$ cat config.mk
export PLATFORM = sky130hd
export DESIGN_NAME = fcs_scan_top
export DESIGN_NICKNAME = d
export VERILOG_FILES = /design/src/core/fcs_scan_pkg.sv /design/src/core/fcs_scan_top.sv
export VERILOG_INCLUDE_DIRS = /design/src /design/src/core
export SDC_FILE = /design/constraint.sdc
export NUM_CORES = 1
export LEC_CHECK = 0
export BUFFER_PORTS_ARGS = -buffer_cell sky130_fd_sc_hd__buf_4
export CAP_MARGIN = 30
export CORE_MARGIN = 4
export CORE_UTILIZATION = 30
export CTS_BUF_LIST = sky130_fd_sc_hd__clkbuf_16
export DETAILED_ROUTE_END_ITERATION = 7
export PLACE_DENSITY = 0.54
export SYNTH_ARGS = -nofsm -noshare
export SYNTH_HDL_FRONTEND = slang
export SYNTH_SLANG_ARGS = --single-unit
$ cat constraint.sdc
create_clock -name clk_i -period 5.55 [get_ports clk_i]
set_input_delay 1.11 -clock clk_i [delete_from_list [all_inputs] [get_ports clk_i]]
set_output_delay 1.11 -clock clk_i [all_outputs]
set_load 0.005 [all_outputs]
$ cat src/core/fcs_scan_map.svh
/*
  Register map, field positions, reset values and timing counts of the
  flash checksum scanner. Assumes inclusion by its bare name.
*/
`ifndef FCS_SCAN_MAP_SVH
`define FCS_SCAN_MAP_SVH

`define FCS_IDX_CTRL_FIRST 2'h0
`define FCS_IDX_CTRL_SECOND 2'h1
`define FCS_IDX_STATE 2'h2

`define FCS_BIT_ENABLE 0
`define FCS_BIT_FAIL_IRQ_EN 1
`define FCS_BIT_SOFT_RESET 7
`define FCS_BIT_BUSY 0
`define FCS_BIT_PASS 1
`define FCS_SRC_LSB 0
`define FCS_MODE_LSB 4

`define FCS_RST_ENABLE 1'h0
`define FCS_RST_FAIL_IRQ_EN 1'h0
`define FCS_RST_MODE 2'h0
`define FCS_RST_SRC 2'h0
`define FCS_RST_BUSY 1'h0
`define FCS_RST_PASS 1'h1
`define FCS_CLR_PASS 1'h0

`define FCS_MODE_PRIORITY 2'h0
`define FCS_MODE_STARTUP 2'h1
`define FCS_SRC_FLASH 2'h0
`define FCS_SRC_BOOT_AND_APP 2'h1
`define FCS_SRC_BOOT 2'h2

`define FCS_CRC_INIT 16'hFFFF
`define FCS_CRC_POLY 16'h1021
`define FCS_CRC_GOOD 16'h0000

`define FCS_START_DLY_LAST 2'h2
`define FCS_FETCH_DIV_LAST 2'h2
`define FCS_FETCH_ISSUE 2'h0

`endif

$ cat src/core/fcs_scan_pkg.sv
/*
  Types shared by the flash checksum scanner: scan states and the internal
  register write request. Assumes the map header for field positions.
*/
package fcs_scan_pkg;

  typedef enum logic [1:0] {
    FCS_IDLE = 2'h0,
    FCS_DELAY = 2'h1,
    FCS_RUN = 2'h3,
    FCS_CHECK = 2'h2
  } fcs_state_e;

  typedef struct packed {
    logic valid;
    logic from_dbg;
    logic [1:0] idx;
    logic [7:0] data;
  } fcs_wr_s;

endpackage : fcs_scan_pkg

$ cat src/core/fcs_scan_top.sv
/*
  Flash checksum scanner control: Wishbone classic register slave, debugger
  write port, CRC-16 scan over a flash section and the failure interrupt.
  Assumes a synchronous flash that returns data one cycle after a read pulse,
  and section end word indices supplied by configuration inputs.
*/
// Summary of operation
// - Debugger pass clear raises interrupt if interrupt enable is set, then locks
// - Debugger pass write one sets pass
// - Debugger control writes behave like processor writes
// - Soft reset clears registers one cycle later
// - Interrupt enable off: soft reset always accepted
// - Interrupt enable on: soft reset only idle
// - Interrupt enable raises interrupt on mismatch
// - Only system reset clears interrupt enable
// - Interrupt enable set only while idle
// - Raised interrupt blocks first control writes
// - Enable write one starts check, stays one
// - Enable write zero changes nothing
// - Start-up scan leaves enable reading one
// - Second control locked while busy or interrupted
// - Mode zero is priority check stalling processor
// - Start-up scan leaves mode non-zero
// - Section select picks whole, boot+app, boot
// - Start-up scan leaves checked section readable
// - Pass flag resets to one on system reset, soft reset clears it
// - Busy reads one during a check
// - CRC-16-CCITT, MSB first, seed all ones
// - Check begins three cycles after enable
// - One flash word fetched every third cycle
// - Interrupt request sticks until system reset
`timescale 1ns/1ps
`include "fcs_scan_map.svh"

module fcs_scan_top #(
  parameter int FLASH_WORDS = 16384,
  parameter int AW = $clog2(FLASH_WORDS)
) (
  // Clock and reset.
  input wire logic clk_i,
  input wire logic rst_i,
  // Wishbone classic slave.
  input wire logic wb_cyc_i,
  input wire logic wb_stb_i,
  input wire logic wb_we_i,
  input wire logic [3:0] wb_adr_i,
  input wire logic [3:0] wb_sel_i,
  input wire logic [31:0] wb_dat_i,
  output logic [31:0] wb_dat_o,
  output logic wb_ack_o,
  // Debugger write port and scan hold.
  input wire logic dbg_we_i,
  input wire logic [1:0] dbg_adr_i,
  input wire logic [7:0] dbg_dat_i,
  input wire logic dbg_hold_i,
  // Start-up scan request and section bounds.
  input wire logic startup_scan_i,
  input wire logic [1:0] startup_src_i,
  input wire logic [AW-1:0] boot_last_i,
  input wire logic [AW-1:0] app_last_i,
  // Flash read port.
  output logic flash_rd_o,
  output logic [AW-1:0] flash_addr_o,
  input wire logic [15:0] flash_data_i,
  // System signals.
  output logic nmi_o,
  output logic cpu_stall_o
);

  generate
    if (FLASH_WORDS < 2 || AW < 1 || (1 << AW) < FLASH_WORDS) begin : g_bad
      $error("fcs_scan_top: FLASH_WORDS or AW cannot be served");
    end
  endgenerate

  localparam logic [AW-1:0] FLASH_LAST = AW'(FLASH_WORDS - 1);

  // Folds one byte into the checksum, most significant bit first.
  function automatic logic [15:0] fcs_crc_byte(input logic [15:0] crc, input logic [7:0] b);
    logic [15:0] c;
    c = crc;
    for (int i = 7; i >= 0; i--) begin
      c = (c[15] ^ b[i]) ? ((c << 1) ^ `FCS_CRC_POLY) : (c << 1);
    end
    return c;
  endfunction : fcs_crc_byte

  fcs_scan_pkg::fcs_state_e state_reg, state_next;
  logic en_reg, en_next;
  logic failure_interrupt_enable_reg, failure_interrupt_enable_next;
  logic [1:0] mode_reg, mode_next;
  logic [1:0] src_reg, src_next;
  logic busy_reg, busy_next;
  logic pass_reg, pass_next;
  logic nmi_reg, nmi_next;
  logic srst_reg, srst_next;
  logic [1:0] dly_reg, dly_next;
  logic [1:0] div_reg, div_next;
  logic [AW-1:0] addr_reg, addr_next;
  logic [AW-1:0] last_reg, last_next;
  logic [15:0] crc_reg, crc_next;
  logic rd_reg, rd_next;
  logic [AW-1:0] faddr_reg, faddr_next;
  logic stall_reg, stall_next;
  logic ack_reg, ack_next;
  logic [31:0] rdat_reg, rdat_next;

  fcs_scan_pkg::fcs_wr_s wr;
  logic bus_req, bus_wr, wr_first, wr_second, wr_state, srst_ok, start, fail_evt;
  logic [1:0] bus_idx;
  logic [1:0] start_src;
  logic [7:0] rd_byte;

  assign bus_idx = wb_adr_i[3:2];
  assign bus_req = wb_cyc_i && wb_stb_i && !ack_reg;
  assign bus_wr = bus_req && wb_we_i && wb_sel_i[0];

  // Processor writes take the cycle; a debugger write in the same cycle is lost.
  always_comb begin
    wr = '0;
    if (bus_wr) begin
      wr.valid = 1'b1;
      wr.idx = bus_idx;
      wr.data = wb_dat_i[7:0];
    end else if (dbg_we_i) begin
      wr.valid = 1'b1;
      wr.from_dbg = 1'b1;
      wr.idx = dbg_adr_i;
      wr.data = dbg_dat_i;
    end
  end

  assign wr_first = wr.valid && wr.idx == `FCS_IDX_CTRL_FIRST && !nmi_reg;
  assign wr_second = wr.valid && wr.idx == `FCS_IDX_CTRL_SECOND && !nmi_reg && !busy_reg;
  assign wr_state = wr.valid && wr.from_dbg && wr.idx == `FCS_IDX_STATE && !nmi_reg;
  assign srst_ok = wr_first && wr.data[`FCS_BIT_SOFT_RESET] && (!failure_interrupt_enable_reg || !busy_reg);

  always_comb begin
    rd_byte = 8'h00;
    case (bus_idx)
      `FCS_IDX_CTRL_FIRST: begin
        rd_byte[`FCS_BIT_ENABLE] = en_reg;
        rd_byte[`FCS_BIT_FAIL_IRQ_EN] = failure_interrupt_enable_reg;
      end
      `FCS_IDX_CTRL_SECOND: begin
        rd_byte[`FCS_MODE_LSB +: 2] = mode_reg;
        rd_byte[`FCS_SRC_LSB +: 2] = src_reg;
      end
      `FCS_IDX_STATE: begin
        rd_byte[`FCS_BIT_BUSY] = busy_reg;
        rd_byte[`FCS_BIT_PASS] = pass_reg;
      end
      default: rd_byte = 8'h00;
    endcase
  end

  always_comb begin
    state_next = state_reg;
    en_next = en_reg;
    failure_interrupt_enable_next = failure_interrupt_enable_reg;
    mode_next = mode_reg;
    src_next = src_reg;
    busy_next = busy_reg;
    pass_next = pass_reg;
    nmi_next = nmi_reg;
    srst_next = srst_ok;
    dly_next = dly_reg;
    div_next = div_reg;
    addr_next = addr_reg;
    last_next = last_reg;
    crc_next = crc_reg;
    rd_next = 1'b0;
    faddr_next = faddr_reg;
    fail_evt = 1'b0;
    start = 1'b0;
    start_src = src_reg;
    ack_next = bus_req;
    rdat_next = {24'h000000, rd_byte};

    case (state_reg)
      fcs_scan_pkg::FCS_IDLE: begin
        busy_next = 1'b0;
      end
      fcs_scan_pkg::FCS_DELAY: begin
        if (dly_reg == `FCS_START_DLY_LAST) begin
          state_next = fcs_scan_pkg::FCS_RUN;
          addr_next = '0;
          div_next = `FCS_FETCH_ISSUE;
          crc_next = `FCS_CRC_INIT;
        end else begin
          dly_next = dly_reg + 2'h1;
        end
      end
      fcs_scan_pkg::FCS_RUN: begin
        if (!(div_reg == `FCS_FETCH_ISSUE && dbg_hold_i)) begin
          if (div_reg == `FCS_FETCH_ISSUE) begin
            rd_next = 1'b1;
            faddr_next = addr_reg;
          end
          if (div_reg == `FCS_FETCH_DIV_LAST) begin
            crc_next = fcs_crc_byte(fcs_crc_byte(crc_reg, flash_data_i[7:0]),
                                    flash_data_i[15:8]);
            div_next = `FCS_FETCH_ISSUE;
            if (addr_reg == last_reg) begin
              state_next = fcs_scan_pkg::FCS_CHECK;
            end else begin
              addr_next = addr_reg + AW'(1);
            end
          end else begin
            div_next = div_reg + 2'h1;
          end
        end
      end
      fcs_scan_pkg::FCS_CHECK: begin
        state_next = fcs_scan_pkg::FCS_IDLE;
        busy_next = 1'b0;
        pass_next = (crc_reg == `FCS_CRC_GOOD);
        fail_evt = (crc_reg != `FCS_CRC_GOOD) && failure_interrupt_enable_reg;
      end
      default: begin
        state_next = fcs_scan_pkg::FCS_IDLE;
        busy_next = 1'b0;
      end
    endcase

    if (wr_first) begin
      if (wr.data[`FCS_BIT_ENABLE] && !busy_reg) begin
        en_next = 1'b1;
        start = 1'b1;
      end
      if (wr.data[`FCS_BIT_FAIL_IRQ_EN] && !busy_reg) begin
        failure_interrupt_enable_next = 1'b1;
      end
    end
    if (wr_second) begin
      mode_next = wr.data[`FCS_MODE_LSB +: 2];
      src_next = wr.data[`FCS_SRC_LSB +: 2];
      start_src = wr.data[`FCS_SRC_LSB +: 2];
    end
    if (wr_state) begin
      if (!wr.data[`FCS_BIT_BUSY] && busy_reg) begin
        state_next = fcs_scan_pkg::FCS_IDLE;
        busy_next = 1'b0;
      end else if (wr.data[`FCS_BIT_BUSY] && !busy_reg) begin
        start = 1'b1;
      end
      if (wr.data[`FCS_BIT_PASS]) begin
        pass_next = 1'b1;
      end else begin
        pass_next = 1'b0;
        fail_evt = fail_evt || failure_interrupt_enable_reg;
      end
    end
    if (startup_scan_i && !busy_reg && !start) begin
      start = 1'b1;
      en_next = 1'b1;
      mode_next = `FCS_MODE_STARTUP;
      src_next = startup_src_i;
      start_src = startup_src_i;
    end
    if (start) begin
      state_next = fcs_scan_pkg::FCS_DELAY;
      busy_next = 1'b1;
      dly_next = 2'h0;
      case (start_src)
        `FCS_SRC_BOOT_AND_APP: last_next = app_last_i;
        `FCS_SRC_BOOT: last_next = boot_last_i;
        `FCS_SRC_FLASH: last_next = FLASH_LAST;
        default: last_next = boot_last_i;
      endcase
    end

    if (srst_reg) begin
      state_next = fcs_scan_pkg::FCS_IDLE;
      en_next = `FCS_RST_ENABLE;
      mode_next = `FCS_RST_MODE;
      src_next = `FCS_RST_SRC;
      busy_next = `FCS_RST_BUSY;
      pass_next = `FCS_CLR_PASS;
      rd_next = 1'b0;
      fail_evt = 1'b0;
    end
    nmi_next = nmi_reg || fail_evt;
  end

  assign stall_next = busy_next && mode_next == `FCS_MODE_PRIORITY;

  always_ff @(posedge clk_i) begin
    if (rst_i) begin
      state_reg <= fcs_scan_pkg::FCS_IDLE;
      en_reg <= `FCS_RST_ENABLE;
      failure_interrupt_enable_reg <= `FCS_RST_FAIL_IRQ_EN;
      mode_reg <= `FCS_RST_MODE;
      src_reg <= `FCS_RST_SRC;
      busy_reg <= `FCS_RST_BUSY;
      pass_reg <= `FCS_RST_PASS;
      nmi_reg <= 1'b0;
      srst_reg <= 1'b0;
      dly_reg <= 2'h0;
      div_reg <= 2'h0;
      addr_reg <= '0;
      last_reg <= '0;
      crc_reg <= `FCS_CRC_INIT;
      rd_reg <= 1'b0;
      faddr_reg <= '0;
      stall_reg <= 1'b0;
      ack_reg <= 1'b0;
      rdat_reg <= 32'h00000000;
    end else begin
      state_reg <= state_next;
      en_reg <= en_next;
      failure_interrupt_enable_reg <= failure_interrupt_enable_next;
      mode_reg <= mode_next;
      src_reg <= src_next;
      busy_reg <= busy_next;
      pass_reg <= pass_next;
      nmi_reg <= nmi_next;
      srst_reg <= srst_next;
      dly_reg <= dly_next;
      div_reg <= div_next;
      addr_reg <= addr_next;
      last_reg <= last_next;
      crc_reg <= crc_next;
      rd_reg <= rd_next;
      faddr_reg <= faddr_next;
      stall_reg <= stall_next;
      ack_reg <= ack_next;
      rdat_reg <= rdat_next;
    end
  end

  assign wb_dat_o = rdat_reg;
  assign wb_ack_o = ack_reg;
  assign flash_rd_o = rd_reg;
  assign flash_addr_o = faddr_reg;
  assign nmi_o = nmi_reg;
  assign cpu_stall_o = stall_reg;
endmodule : fcs_scan_top

After elaboration in Yosys (flattened, before gate mapping)
Cells that the tools add are included.
{ "classes": {"n_addsub": 3, "n_mul": 0, "div": 0, "order_cmp": 0, "n_eq_ne": 15, "shifts": 0, "muxes": 71, "n_bitwise": 36, "n_reduce_logical": 56} }
{ "ops": {"columns": ["cell", "count"], "rows": [
  ["$mux W13", 16],
  ["$mux W14", 4],
  ["$pmux W14 S2", 2],
  ["$mux W16", 3],
  ["$not A3 Y3", 16],
  ["$pmux W16 S2", 1],
  ["$mux W2", 14],
  ["$mux W1", 26],
  ["$logic_and A1 B1 Y1", 22],
  ["$logic_not A16 Y1", 1],
  ["$reduce_bool A16 Y1", 1],
  ["$xor A1 B1 Y1", 16],
  ["$add A14 B1 Y14 const B", 1],
  ["$eq A14 B14 Y1", 1],
  ["$eq A2 B2 Y1 const B", 6],
  ["$logic_not A2 Y1", 6],
  ["$mux W12", 1],
  ["$pmux W2 S3", 2],
  ["$mux W10", 1],
  ["$eq A2 B1 Y1 const B", 4],
  ["$ne A2 B2 Y1 const B", 4],
  ["$reduce_or A2 Y1", 4],
  ["$logic_not A1 Y1", 6],
  ["$reduce_and A2 Y1", 3],
  ["other kinds (11)", 20]
]} }
{ "totals": {"ff_bits": 109, "latchBits": 0, "ramBits": 0, "romBits": 0, "input_bits": 104, "output_inout_bits": 50, "word_cells": 203, "n_memories": 0} }

Depth between registers and ports, before layout
Gate-level depths: netlist of run 1.
{ "logic_depth": {"word_depth": 35, "mapped_depth": 9, "depth_no_buf": 8} }

Least setup slack after synthesis of run 1
OpenSTA, ideal clock, no wires.
{ "synth_path": {"path_type": "input -> register", "startpoint": "input wb_adr_i[3]", "endpoint": "register last_reg[10]", "setup_ns": 0.133, "t_arrival_ns": 2.889, "required_time_ns": 5.417, "path_slack_ns": 2.529, "cell_stages": 7, "path_buffers": 1, "path_cell_list": "or4b_1 -> or4_1 -> o311ai_0 -> mux2i_1 -> clkbuf_1 -> o31ai_1 -> a21oi_1"} }
{ "synth_between": {"elab_chain_cells": 13, "word_cells_on_any_way": 23, "cone_classes": "eq/ne (3); mux (9); reduce/logical (11)"} }
{ "synth_lines": {"columns": ["item", "line", "source"], "rows": [
  ["start, declared", "fcs_scan_top.sv:46", "input wire logic [3:0] wb_adr_i,"],
  ["$mux W10 (*)", "fcs_scan_top.sv:121", "if (bus_wr) begin"],
  ["$logic_not A2 Y1 (no source line)", null, null],
  ["$logic_and A1 B1 Y1 (no source line)", null, null],
  ["$logic_and A1 B1 Y1", "fcs_scan_top.sv:133", "assign wr_first = wr.valid && wr.idx == `FCS_IDX_CTRL_FIRST && !nmi_reg;"],
  ["$mux W1", "fcs_scan_top.sv:226", "if (wr_first) begin"],
  ["$mux W1", "fcs_scan_top.sv:244", "end else if (wr.data[`FCS_BIT_BUSY] && !busy_reg) begin"],
  ["$mux W1", "fcs_scan_top.sv:241", "if (!wr.data[`FCS_BIT_BUSY] && busy_reg) begin"],
  ["$mux W1", "fcs_scan_top.sv:240", "if (wr_state) begin"],
  ["$logic_not A1 Y1", "fcs_scan_top.sv:254", "if (startup_scan_i && !busy_reg && !start) begin"],
  ["$logic_and A1 B1 Y1", "fcs_scan_top.sv:254", null],
  ["$mux W2", null, null],
  ["$eq A2 B1 Y1 or $logic_not A2 Y1 (tied branches)", "fcs_scan_top.sv:265", "case (start_src)"],
  ["$pmux W14 S2", "fcs_scan_top.sv:265", null],
  ["end signal, assigned", "fcs_scan_top.sv:322", "last_reg <= last_next;"],
  ["end, declared", "fcs_scan_top.sv:100", "logic [AW-1:0] last_reg, last_next;"]
]} }
Mark *: on every way between the ends. The rest lies on a longest branch, timed or not.
A chain may end at the register's enable or synchronous reset.

Worst setup path in the final report of run 1
{ "layout_path": {"startpoint": "input wb_adr_i[3]", "endpoint": "register last_reg[4]"} }
The elaborated chain is that of the path after synthesis.

==> results of run 1 <==
through the flow:
step	hold WS (ps)	worst slack, ps	util (%)
floorplan	421.0	2529	-
global placement	449.2	2335	35.84
detailed placement	450.1	2294	35.84
CTS	458.2	2641	37.64
global route	481.1	2434	37.64
finish	456.6	2627	37.64
worst reg2reg max path, delay by kind of cell, from the launching register on:
kind                      cells  cell delay [ps]
AOI/OAI and AO/OA             2              570
xor gates and xnor gates      3             1350
DFF                           1              350
and+or+nand+nor               1               90
layout by cell type, fill, tap and decap left out, types with 16 or more instances in the layout:
cell type,instances
buf_4,93
nor2_1,42
nor3_1,23
xnor2_1,38
o31ai_1,20
dfxtp_1,81
a21oi_1,63
nand2b_1,16
nand2_1,53
conb_1,28
inv_1,25
path summary, 6_finish.rpt:
kind,endpoint,slack [ps],cells past startpoint
max,last_reg[4],2630,7
min reg2reg,flash_addr_o[4],460,2
min,flash_addr_o[4],460,2
max reg2reg,crc_reg[12],3130,6
report_power, final:
part	switching (mW)	internal (mW)
clock	0.224	0.339
sequential	0.0170	0.602
combinational	0.134	0.134
layout make-up:
type	count	area share, %
multi-input combinational	438	49.01
clock buffer	9	3.893
timing repair buffer	93	12.07
tap	211	4.563
clock inverter	6	0.8867
inverter	24	1.557
sequential	81	28.03
per-layer routing:
layer  track usage [%]  wire (um)
met1             18.22       5563
met2             22.80       5891
met3             3.488        651
met4             4.171        100
met5                 0          0
cells by family (layout without fill, tap and decap cells):
| logic type | count (synthesis) | count (layout) | synth area share [%] |
|---|---|---|---|
| multiplexers | 12 | 12 | 2.525 |
| other | 1 | 28 | 0.07883 |
| XOR/XNOR | 62 | 62 | 14.97 |
| buffers and inverters | 79 | 132 | 8.443 |
| adder cells (fa/ha/maj) | 2 | 2 | 0.5260 |
| AO/OA/AOI/OAI | 132 | 132 | 17.46 |
| AND/OR/NAND/NOR | 202 | 202 | 21.91 |
| flip-flops | 81 | 81 | 34.09 |
==> flow_summary_export.csv, run 1 <==
group,metric,value,unit
worst_setup_path,r2r-start,"crc_reg[15]",
grt,grt_pass1_vias,4187,
power,p_leak,2.268,nW
yosys,synth_edf_count,0,
sta,finalCriticalPeriod,2923,ps
routing,wl,12210,um
clock_tree,cts_tree,"built",
layout,antenna_cells,0,
layout,final_cell_area,0.005786,sq mm
worst_setup_path,end_kind,"register",
floorplanning,start_util,30.95,%
yosys,syn_area_per_cell,8.331,sq um
sta,drv_slew,0,
layout,largest_register_ffs,16,
sta,clock.fmax,342.1,MHz
sta,rsz0062_at_grt,"no",
clock_tree,clock_sinks,81,
yosys,async_flop_share,0,%
layout,area_growth,21.62,%
layout,fin_cells,862,
worst_setup_path,path_class,"input port to register",
worst_setup_path,max_stage_delay,590,ps
clock_tree,clockBufferDepth,2,
worst_setup_path,cp_data_required_time,5810,ps
worst_setup_path,cp_max_fo,14,
grt,grtUsageTotal,13.94,%
yosys,ys_seq_elements,81,
clock_tree,cts_buffers,9,
clock_tree,postCtsResizedCells,0,
sta,fin_setup_tns,0,ps
layout,drive_gt1_share,17.51,%
grt,antenna_found_initial,0,
worst_setup_path,worst_setup_path_start_kind,"input port",
sta,clock_skew,12.38,ps
worst_setup_path,crit_arrival,3180,ps
yosys,synth_ff_type,"dfxtp_1",
grt,grt_max_degree,80,
power,ir_drop,0.1666,mV
floorplanning,design.core.area,0.01537,sq mm
yosys,synth.area.top_cells,"dfxtp_1 (34%), xnor2_1 (7.0%), a21oi_1 (6.6%), buf_4 (4.4%), xnor3_1 (4.3%)",
placed_design,gp_congestion,0.8287,
placed_design,port_buffers,90,
power,p_per_area,250.7,mW/mm^2
floorplanning,rows,45,
placed_design,hpwlAfterDp,9218,um
routing,vias,4160,
layout,ff_latch_area,0.001622,sq mm
layout,multiInputGateArea,0.002835,sq mm
yosys,synth.most_common_cell,"dfxtp_1",
floorplanning,die_x,133.9,um
sta,worst_pin_slew,777.4,ps
worst_setup_path,cp_num_buf_inv,1,
clock_tree,cts-root-buf,"clkbuf_16",
sta,hold_viol,0,
yosys,synth_area,0.004757,sq mm
power,power,1.450,mW
worst_hold_path,min-delay-start,"flash_addr_o[4]",
yosys,ys_top_cells_by_count,"dfxtp_1 (81), a21oi_1 (63), nand2_1 (53)",
clock_tree,hold_buffers,0,
grt,grt_overflow_total,0,
clock_tree,clk_pin_slew,60,ps
flow_run,max_cap_viol_count,0,
worst_setup_path,worst_path_max_delay_cell,"or4b_1",
routing,vias_per_cell,4.826,
sta,period_share,52.67,%
yosys,synth_cells,571,
floorplanning,die_h,133.9,um
routing,drt.antenna.violating_nets,0,
clock_tree,worstSkewPairLatency,340,ps
worst_setup_path,worstPathCellList,"buf_4, or4b_1, nor3_1, nor2_1, a221o_1, a31o_2, a21oi_1",
placed_design,place_inst,847,
clock_tree,post-cts-setup-buffer-count,0,
yosys,synth_top_area_cell,"dfxtp_1",
layout,fillers,1610,
floorplanning,io_pins,154,
routing,drc_errors,0,
floorplanning,die_area,0.01794,sq mm
status,outcome,"finished, final reports clean",
yosys,synthDistinctLibCells,56,
routing,first_pass_iters,5,
layout,nNetsFinal,753,
worst_setup_path,cp_top_family,"simple AND/OR/NAND/NOR gates",
routing,drt-initial-drc-count,218,
sta,max_slew_margin,48.17,%
worst_setup_path,cp-startpoint,"wb_adr_i[3]",
worst_hold_path,min_path_type,"register to register",
sta,setup_viol,0,
grt,grt_pass1_wl,20310,um
yosys,yosys_warnings,0,
routing,post_drt_wl_per_cell,14.16,um
yosys,ys_seq_area_share,34.09,%
placed_design,placed_area,0.005509,sq mm
clock_tree,h-tree-depth,3,
yosys,synth_top_area_share,34.09,%
(Power assumes the default switching activity.)
==> run 2: changes to the inputs <==
==> constraint.sdc (replaced) <==
create_clock -name clk_i -period 3 [get_ports clk_i]
set_input_delay 0.6 -clock clk_i [delete_from_list [all_inputs] [get_ports clk_i]]
set_output_delay 0.6 -clock clk_i [all_outputs]
set_load 0.005 [all_outputs]
==> run 2 against run 1 <==
Count of clock-buffer cells in the layout unchanged; sequential cell count did not move; register-to-register slack got worse by 2500 ps; combinational power is 85% higher.
==> flow_summary_export.csv, run 2 (synthesis gave the netlist of run 1 again) <==
group,metric,value,unit
status,outcome,"finished, final reports clean",
layout,antenna_cells,0,
sta,worst_pin_slew,759.8,ps
clock_tree,worstSkewPairLatency,340,ps
worst_hold_path,whs_endpoint,"flash_addr_o[12]",
worst_setup_path,reg2reg_slack,610,ps
sta,clock_skew,7.095,ps
grt,grtUsageTotal,13.72,%
layout,final_cell_mix,"buf_4 (97), dfxtp_1 (81), a21oi_1 (63), nand2_1 (53), nor2_1 (42)",
worst_setup_path,max_stage_delay,580,ps
worst_setup_path,end_kind,"register",
worst_setup_path,critPathMostFrequentCell,"xnor2_1",
grt,grt_overflow_total,0,
sta,max_slew_margin,49.35,%
sta,finalCriticalPeriod,2393,ps
worst_setup_path,worstPathCellList,"xnor2_1, xnor3_1, xnor2_1, nor2_1, a2111oi_1, o31a_1",
clock_tree,clockBufferDepth,2,
layout,fillers,1610,
clock_tree,postCtsResizedCells,0,
worst_setup_path,r2r-end,"crc_reg[12]",
clock_tree,cts-root-buf,"clkbuf_16",
routing,vias_per_cell,4.848,
sta,setup_viol,0,
routing,drt.antenna.violating_nets,0,
routing,drt-initial-drc-count,174,
worst_setup_path,r2r_cells,6,
clock_tree,hold_buffers,0,
routing,wl,12220,um
grt,antenna_found_initial,0,
worst_hold_path,min_path_type,"register to register",
layout,area_growth,22.65,%
clock_tree,cts_tree,"built",
placed_design,place_inst,851,
layout,final_common_cell,"buf_4",
routing,post_drt_wl_per_cell,14.10,um
power,ir_drop,0.3045,mV
worst_setup_path,cp_max_fo,4,
floorplanning,rows,45,
worst_setup_path,path_class,"register to register",
clock_tree,h-tree-depth,3,
worst_setup_path,r2r-start,"crc_reg[15]",
worst_hold_path,whs_path_depth,2,
worst_setup_path,cp_num_buf_inv,0,
layout,largest_register_ffs,16,
worst_setup_path,worst_setup_path_start_kind,"register",
floorplanning,die_x,133.9,um
clock_tree,clock_sinks,81,
clock_tree,post-cts-setup-buffer-count,0,
sta,rsz0062_at_grt,"no",
floorplanning,die_area,0.01794,sq mm
layout,multiInputGateArea,0.002835,sq mm
routing,vias,4203,
worst_hold_path,min-delay-start,"flash_addr_o[12]",
sta,clock.fmax,417.9,MHz
clock_tree,cts_buffers,9,
power,p_leak,2.285,nW
worst_setup_path,cp_top_family,"XOR/XNOR gates",
sta,fin_setup_tns,0,ps
grt,grt_max_degree,80,
sta,drv_slew,0,
placed_design,port_buffers,90,
floorplanning,start_util,30.95,%
power,p_per_area,469.8,mW/mm^2
grt,grt_pass1_vias,4081,
layout,nNetsFinal,757,
floorplanning,design.core.area,0.01537,sq mm
clock_tree,clk_pin_slew,60,ps
layout,fin_cells,867,
layout,drive_gt1_share,18.29,%
layout,ff_latch_area,0.001622,sq mm
flow_run,max_cap_viol_count,0,
placed_design,gp_congestion,0.8248,
grt,grt_pass1_wl,20180,um
worst_setup_path,cp_data_required_time,3280,ps
floorplanning,io_pins,154,
sta,period_share,79.76,%
floorplanning,die_h,133.9,um
worst_setup_path,worst_path_max_delay_cell,"xnor3_1",
worst_setup_path,crit_arrival,2680,ps
placed_design,hpwlAfterDp,9190,um
routing,drc_errors,0,
sta,hold_viol,0,
routing,first_pass_iters,4,
-- run 2: cell types whose count changed in the layout (fill, tap and decap cells not counted), sizes merged --
cell	change
buf	+4
clkinvlp	+2
clkinv	-1
-- run 2: per-layer routing --
layer	routed length [um]	GRT usage [%]	vias up
met1	5728	18.12	1974
met5	0	0	-
met3	566	2.813	12
met4	215	5.371	0
li1	-	-	2123
met2	5713	22.07	94
-- run 2: worst max-delay path by stage --
| stage | from | end | slack (ps) | cells after the start |
|---|---|---|---|---|
| 2_1_floorplan | wb_adr_i[3] | last_reg[10] | 490 | 7 |
| 3_3_place_gp | wb_adr_i[3] | last_reg[11] | 310 | 7 |
| 3_5_place_dp | flash_data_i[7] | crc_reg[12] | 260 | 7 |
| 4_1_cts | crc_reg[15] | crc_reg[12] | 580 | 6 |
| 5_1_grt | addr_reg[6] | addr_reg[4] | 350 | 6 |
| 6_report | crc_reg[15] | crc_reg[12] | 610 | 6 |
-- run 2: worst reg2reg max path, delay by kind of cell (launching register included) --
family / cells / cell delay [ps]
AND/OR/NAND/NOR: 1 / 90
AO/OA/AOI/OAI: 2 / 580
XOR/XNOR: 3 / 1310
flip-flops: 1 / 360
-- run 2: final cells by class --
class / instances / share of cell area [%]
multi-input cells: 438 / 48.60
flip-flops and latches: 81 / 27.79
repair buffers: 97 / 12.48
well taps: 211 / 4.525
clock buffers: 9 / 3.860
inverters: 24 / 1.544
clock inverters: 7 / 1.201
-- run 2: stage by stage --
step	cell area, sq um	setup slack, ps	util [%]	power [mW]	hold WS, ps
detailed placement	5539	256.8	36.04	1.664	451.7
global route	5834	346.4	37.96	2.875	480.0
CTS	5834	579.1	37.96	2.779	461.5
finish	5834	607.2	37.96	2.741	459.5
floorplan	4858	488.9	-	1.529	421.0
global placement	5539	311.2	36.04	1.659	449.0
-- run 2: power by group --
part | internal, mW | switching [mW]
logic | 0.250 | 0.245
registers | 1.11 | 0.0318
clock network | 0.643 | 0.458
total | 2.01 | 0.735
==> run 3: changes to the inputs <==
==> constraint.sdc (replaced) <==
create_clock -name clk_i -period 2.3 [get_ports clk_i]
set_input_delay 0.46 -clock clk_i [delete_from_list [all_inputs] [get_ports clk_i]]
set_output_delay 0.46 -clock clk_i [all_outputs]
set_load 0.005 [all_outputs]
==> run 3 against run 2 <==
Count of clock-buffer cells in the layout unchanged; non-clock buffer count grew 35; cell area up 5.3%; largest cell class unchanged; worst hold slack got worse by 79 ps; highest routed layer unchanged; routed wire length is 5.6% higher; via count up 3.1%; die area stayed put; clock skew up 2.3 ps; power rose by 32%; largest power group unchanged.
==> flow_summary_export.csv, run 3 (synthesis gave the netlist of run 1 again) <==
group,metric,value,unit
power,power,3.611,mW
clock_tree,cts-root-buf,"clkbuf_16",
sta,max_slew_margin,62.19,%
layout,nNetsFinal,792,
placed_design,gp_congestion,0.8337,
clock_tree,h-tree-depth,3,
worst_setup_path,cp-startpoint,"crc_reg[8]",
clock_tree,worstSkewPairLatency,340,ps
floorplanning,design.core.area,0.01537,sq mm
clock_tree,cts_buffers,9,
layout,final_cell_area,0.006141,sq mm
routing,vias,4332,
clock_tree,clock_sinks,81,
sta,finalCriticalPeriod,2144,ps
routing,first_pass_iters,5,
sta,worst_pin_slew,565.7,ps
grt,grt_pass1_vias,4309,
floorplanning,io_pins,154,
floorplanning,die_x,133.9,um
sta,drv_slew,0,
clock_tree,clockBufferDepth,2,
sta,clock.fmax,466.4,MHz
floorplanning,die_area,0.01794,sq mm
grt,grt_pass1_wl,20880,um
layout,area_growth,29.09,%
worst_setup_path,r2r-start,"crc_reg[8]",
worst_setup_path,end_kind,"register",
worst_setup_path,cp_data_required_time,2580,ps
worst_setup_path,crit_arrival,2420,ps
layout,largest_register_ffs,16,
layout,utilization,39.95,%
grt,grt_overflow_total,0,
floorplanning,start_util,30.95,%
floorplanning,rows,45,
worst_setup_path,cp_max_fo,4,
power,p_leak,2.497,nW
worst_hold_path,min-delay-start,"startup_src_i[0]",
power,p_sw,949.0,uW
sta,setup_viol,0,
placed_design,port_buffers,90,
routing,drc_errors,0,
worst_hold_path,min_path_type,"input port to register",
routing,drt-initial-drc-count,240,
placed_design,placed_area,0.005827,sq mm
worst_setup_path,worst_setup_path_start_kind,"register",
worst_setup_path,path_class,"register to register",
power,swShare,26.28,%
clock_tree,clk_pin_slew,70,ps
placed_design,hpwlAfterDp,9936,um
clock_tree,cts_tree,"built",
layout,final_cell_mix,"buf_4 (131), dfxtp_1 (80), a21oi_1 (63), nand2_1 (53), nor2_1 (42)",
routing,post_drt_wl_per_cell,14.32,um
grt,grtUsageTotal,14.17,%
sta,layout_setup_ws,156.0,ps
sta,period_share,93.22,%
power,comb_power_share,20.5,%
floorplanning,die_h,133.9,um
placed_design,dp_slack,-228.8,ps
sta,fin_setup_tns,0,ps
routing,wl,12900,um
power,ir_drop,0.3022,mV
routing,drt.antenna.violating_nets,0,
layout,drive_gt1_share,23.62,%
power,clkPwrFrac,38.3,%
power,p_int,2.662,mW
sta,hold_viol,0,
power,p_per_area,588.0,mW/mm^2
routing,vias_per_cell,4.808,
power,pwr-share-seq,41.3,%
sta,clock_skew,9.375,ps
clock_tree,post-cts-setup-buffer-count,0,
grt,grt_max_degree,36,
layout,final_common_cell,"buf_4",
layout,antenna_cells,0,
sta,rsz0062_at_grt,"no",
status,outcome,"finished, final reports clean",
grt,antenna_found_initial,0,
flow_run,max_cap_viol_count,0,
-- run 3: cell count changes in the layout (fill, tap and decap cells not counted), sizes merged --
| cell | previous run | this run |
|---|---|---|
| inv | 25 | 26 |
| clkinvlp | 2 | 0 |
| buf | 97 | 132 |
-- run 3: cell type report --
| type | instances | area, sq um |
|---|---|---|
| fill | 1560 | 9230 |
| multi-input combinational | 438 | 2883 |
| sequential | 81 | 1623 |
| timing repair buffer | 132 | 1003 |
| tap | 211 | 264.0 |
| clock buffer | 9 | 225.2 |
| inverter | 24 | 90.09 |
| clock inverter | 6 | 52.55 |
-- run 3: through the flow --
| step | hold WS (ps) | std cells |
|---|---|---|
| after global routing | 395.0 | 901 |
| after global placement | 448.1 | 886 |
| final | 380.4 | 901 |
| after CTS | 370.5 | 901 |
| after floorplan | 421.0 | 598 |
| after detailed placement | 451.5 | 886 |
-- run 3: final timing paths --
| kind | end | slack (ps) | depth (start not counted) |
|---|---|---|---|
| setup / recovery | crc_reg[12] | 160 | 6 |
| setup reg to reg | crc_reg[12] | 160 | 6 |
| hold / removal | src_reg[0] | 380 | 3 |
| hold reg to reg | flash_addr_o[12] | 460 | 2 |
-- run 3: layer usage --
| metal | part of all wire [%] | up-vias | track usage, % |
|---|---|---|---|
| met5 | 0 | - | 0 |
| met4 | 1.1 | 0 | 5.543 |
| met3 | 4.5 | 9 | 2.738 |
| met2 | 48 | 114 | 23.16 |
| met1 | 47 | 2009 | 18.48 |
| li1 | - | 2200 | - |
-- run 3: worst max-delay path, cell delays in order, from the launching register on --
cell and delay, ps:
dfxtp_1 330, xnor2_1 300, xor2_2 190, xnor3_2 480, and3b_1 210, a2111oi_1 370
o31a_1 200
-- run 3: power groups by stage --
| stage | Combinational [mW] | Clock (mW) | Sequential, mW |
|---|---|---|---|
| detailed placement | 0.731 | 0 | 1.52 |
| global route | 0.814 | 1.47 | 1.49 |
| global placement | 0.717 | 0 | 1.52 |
| finish | 0.739 | 1.38 | 1.49 |
| floorplan | 0.491 | 0 | 1.51 |
| CTS | 0.739 | 1.42 | 1.49 |
-- run 3: timing repair --
action,4_1_cts,5_1_grt
gates resized for setup,2,4
hold endpoints to repair,0,0
endpoints found under the setup margin,1,2
hold buffers,0,0
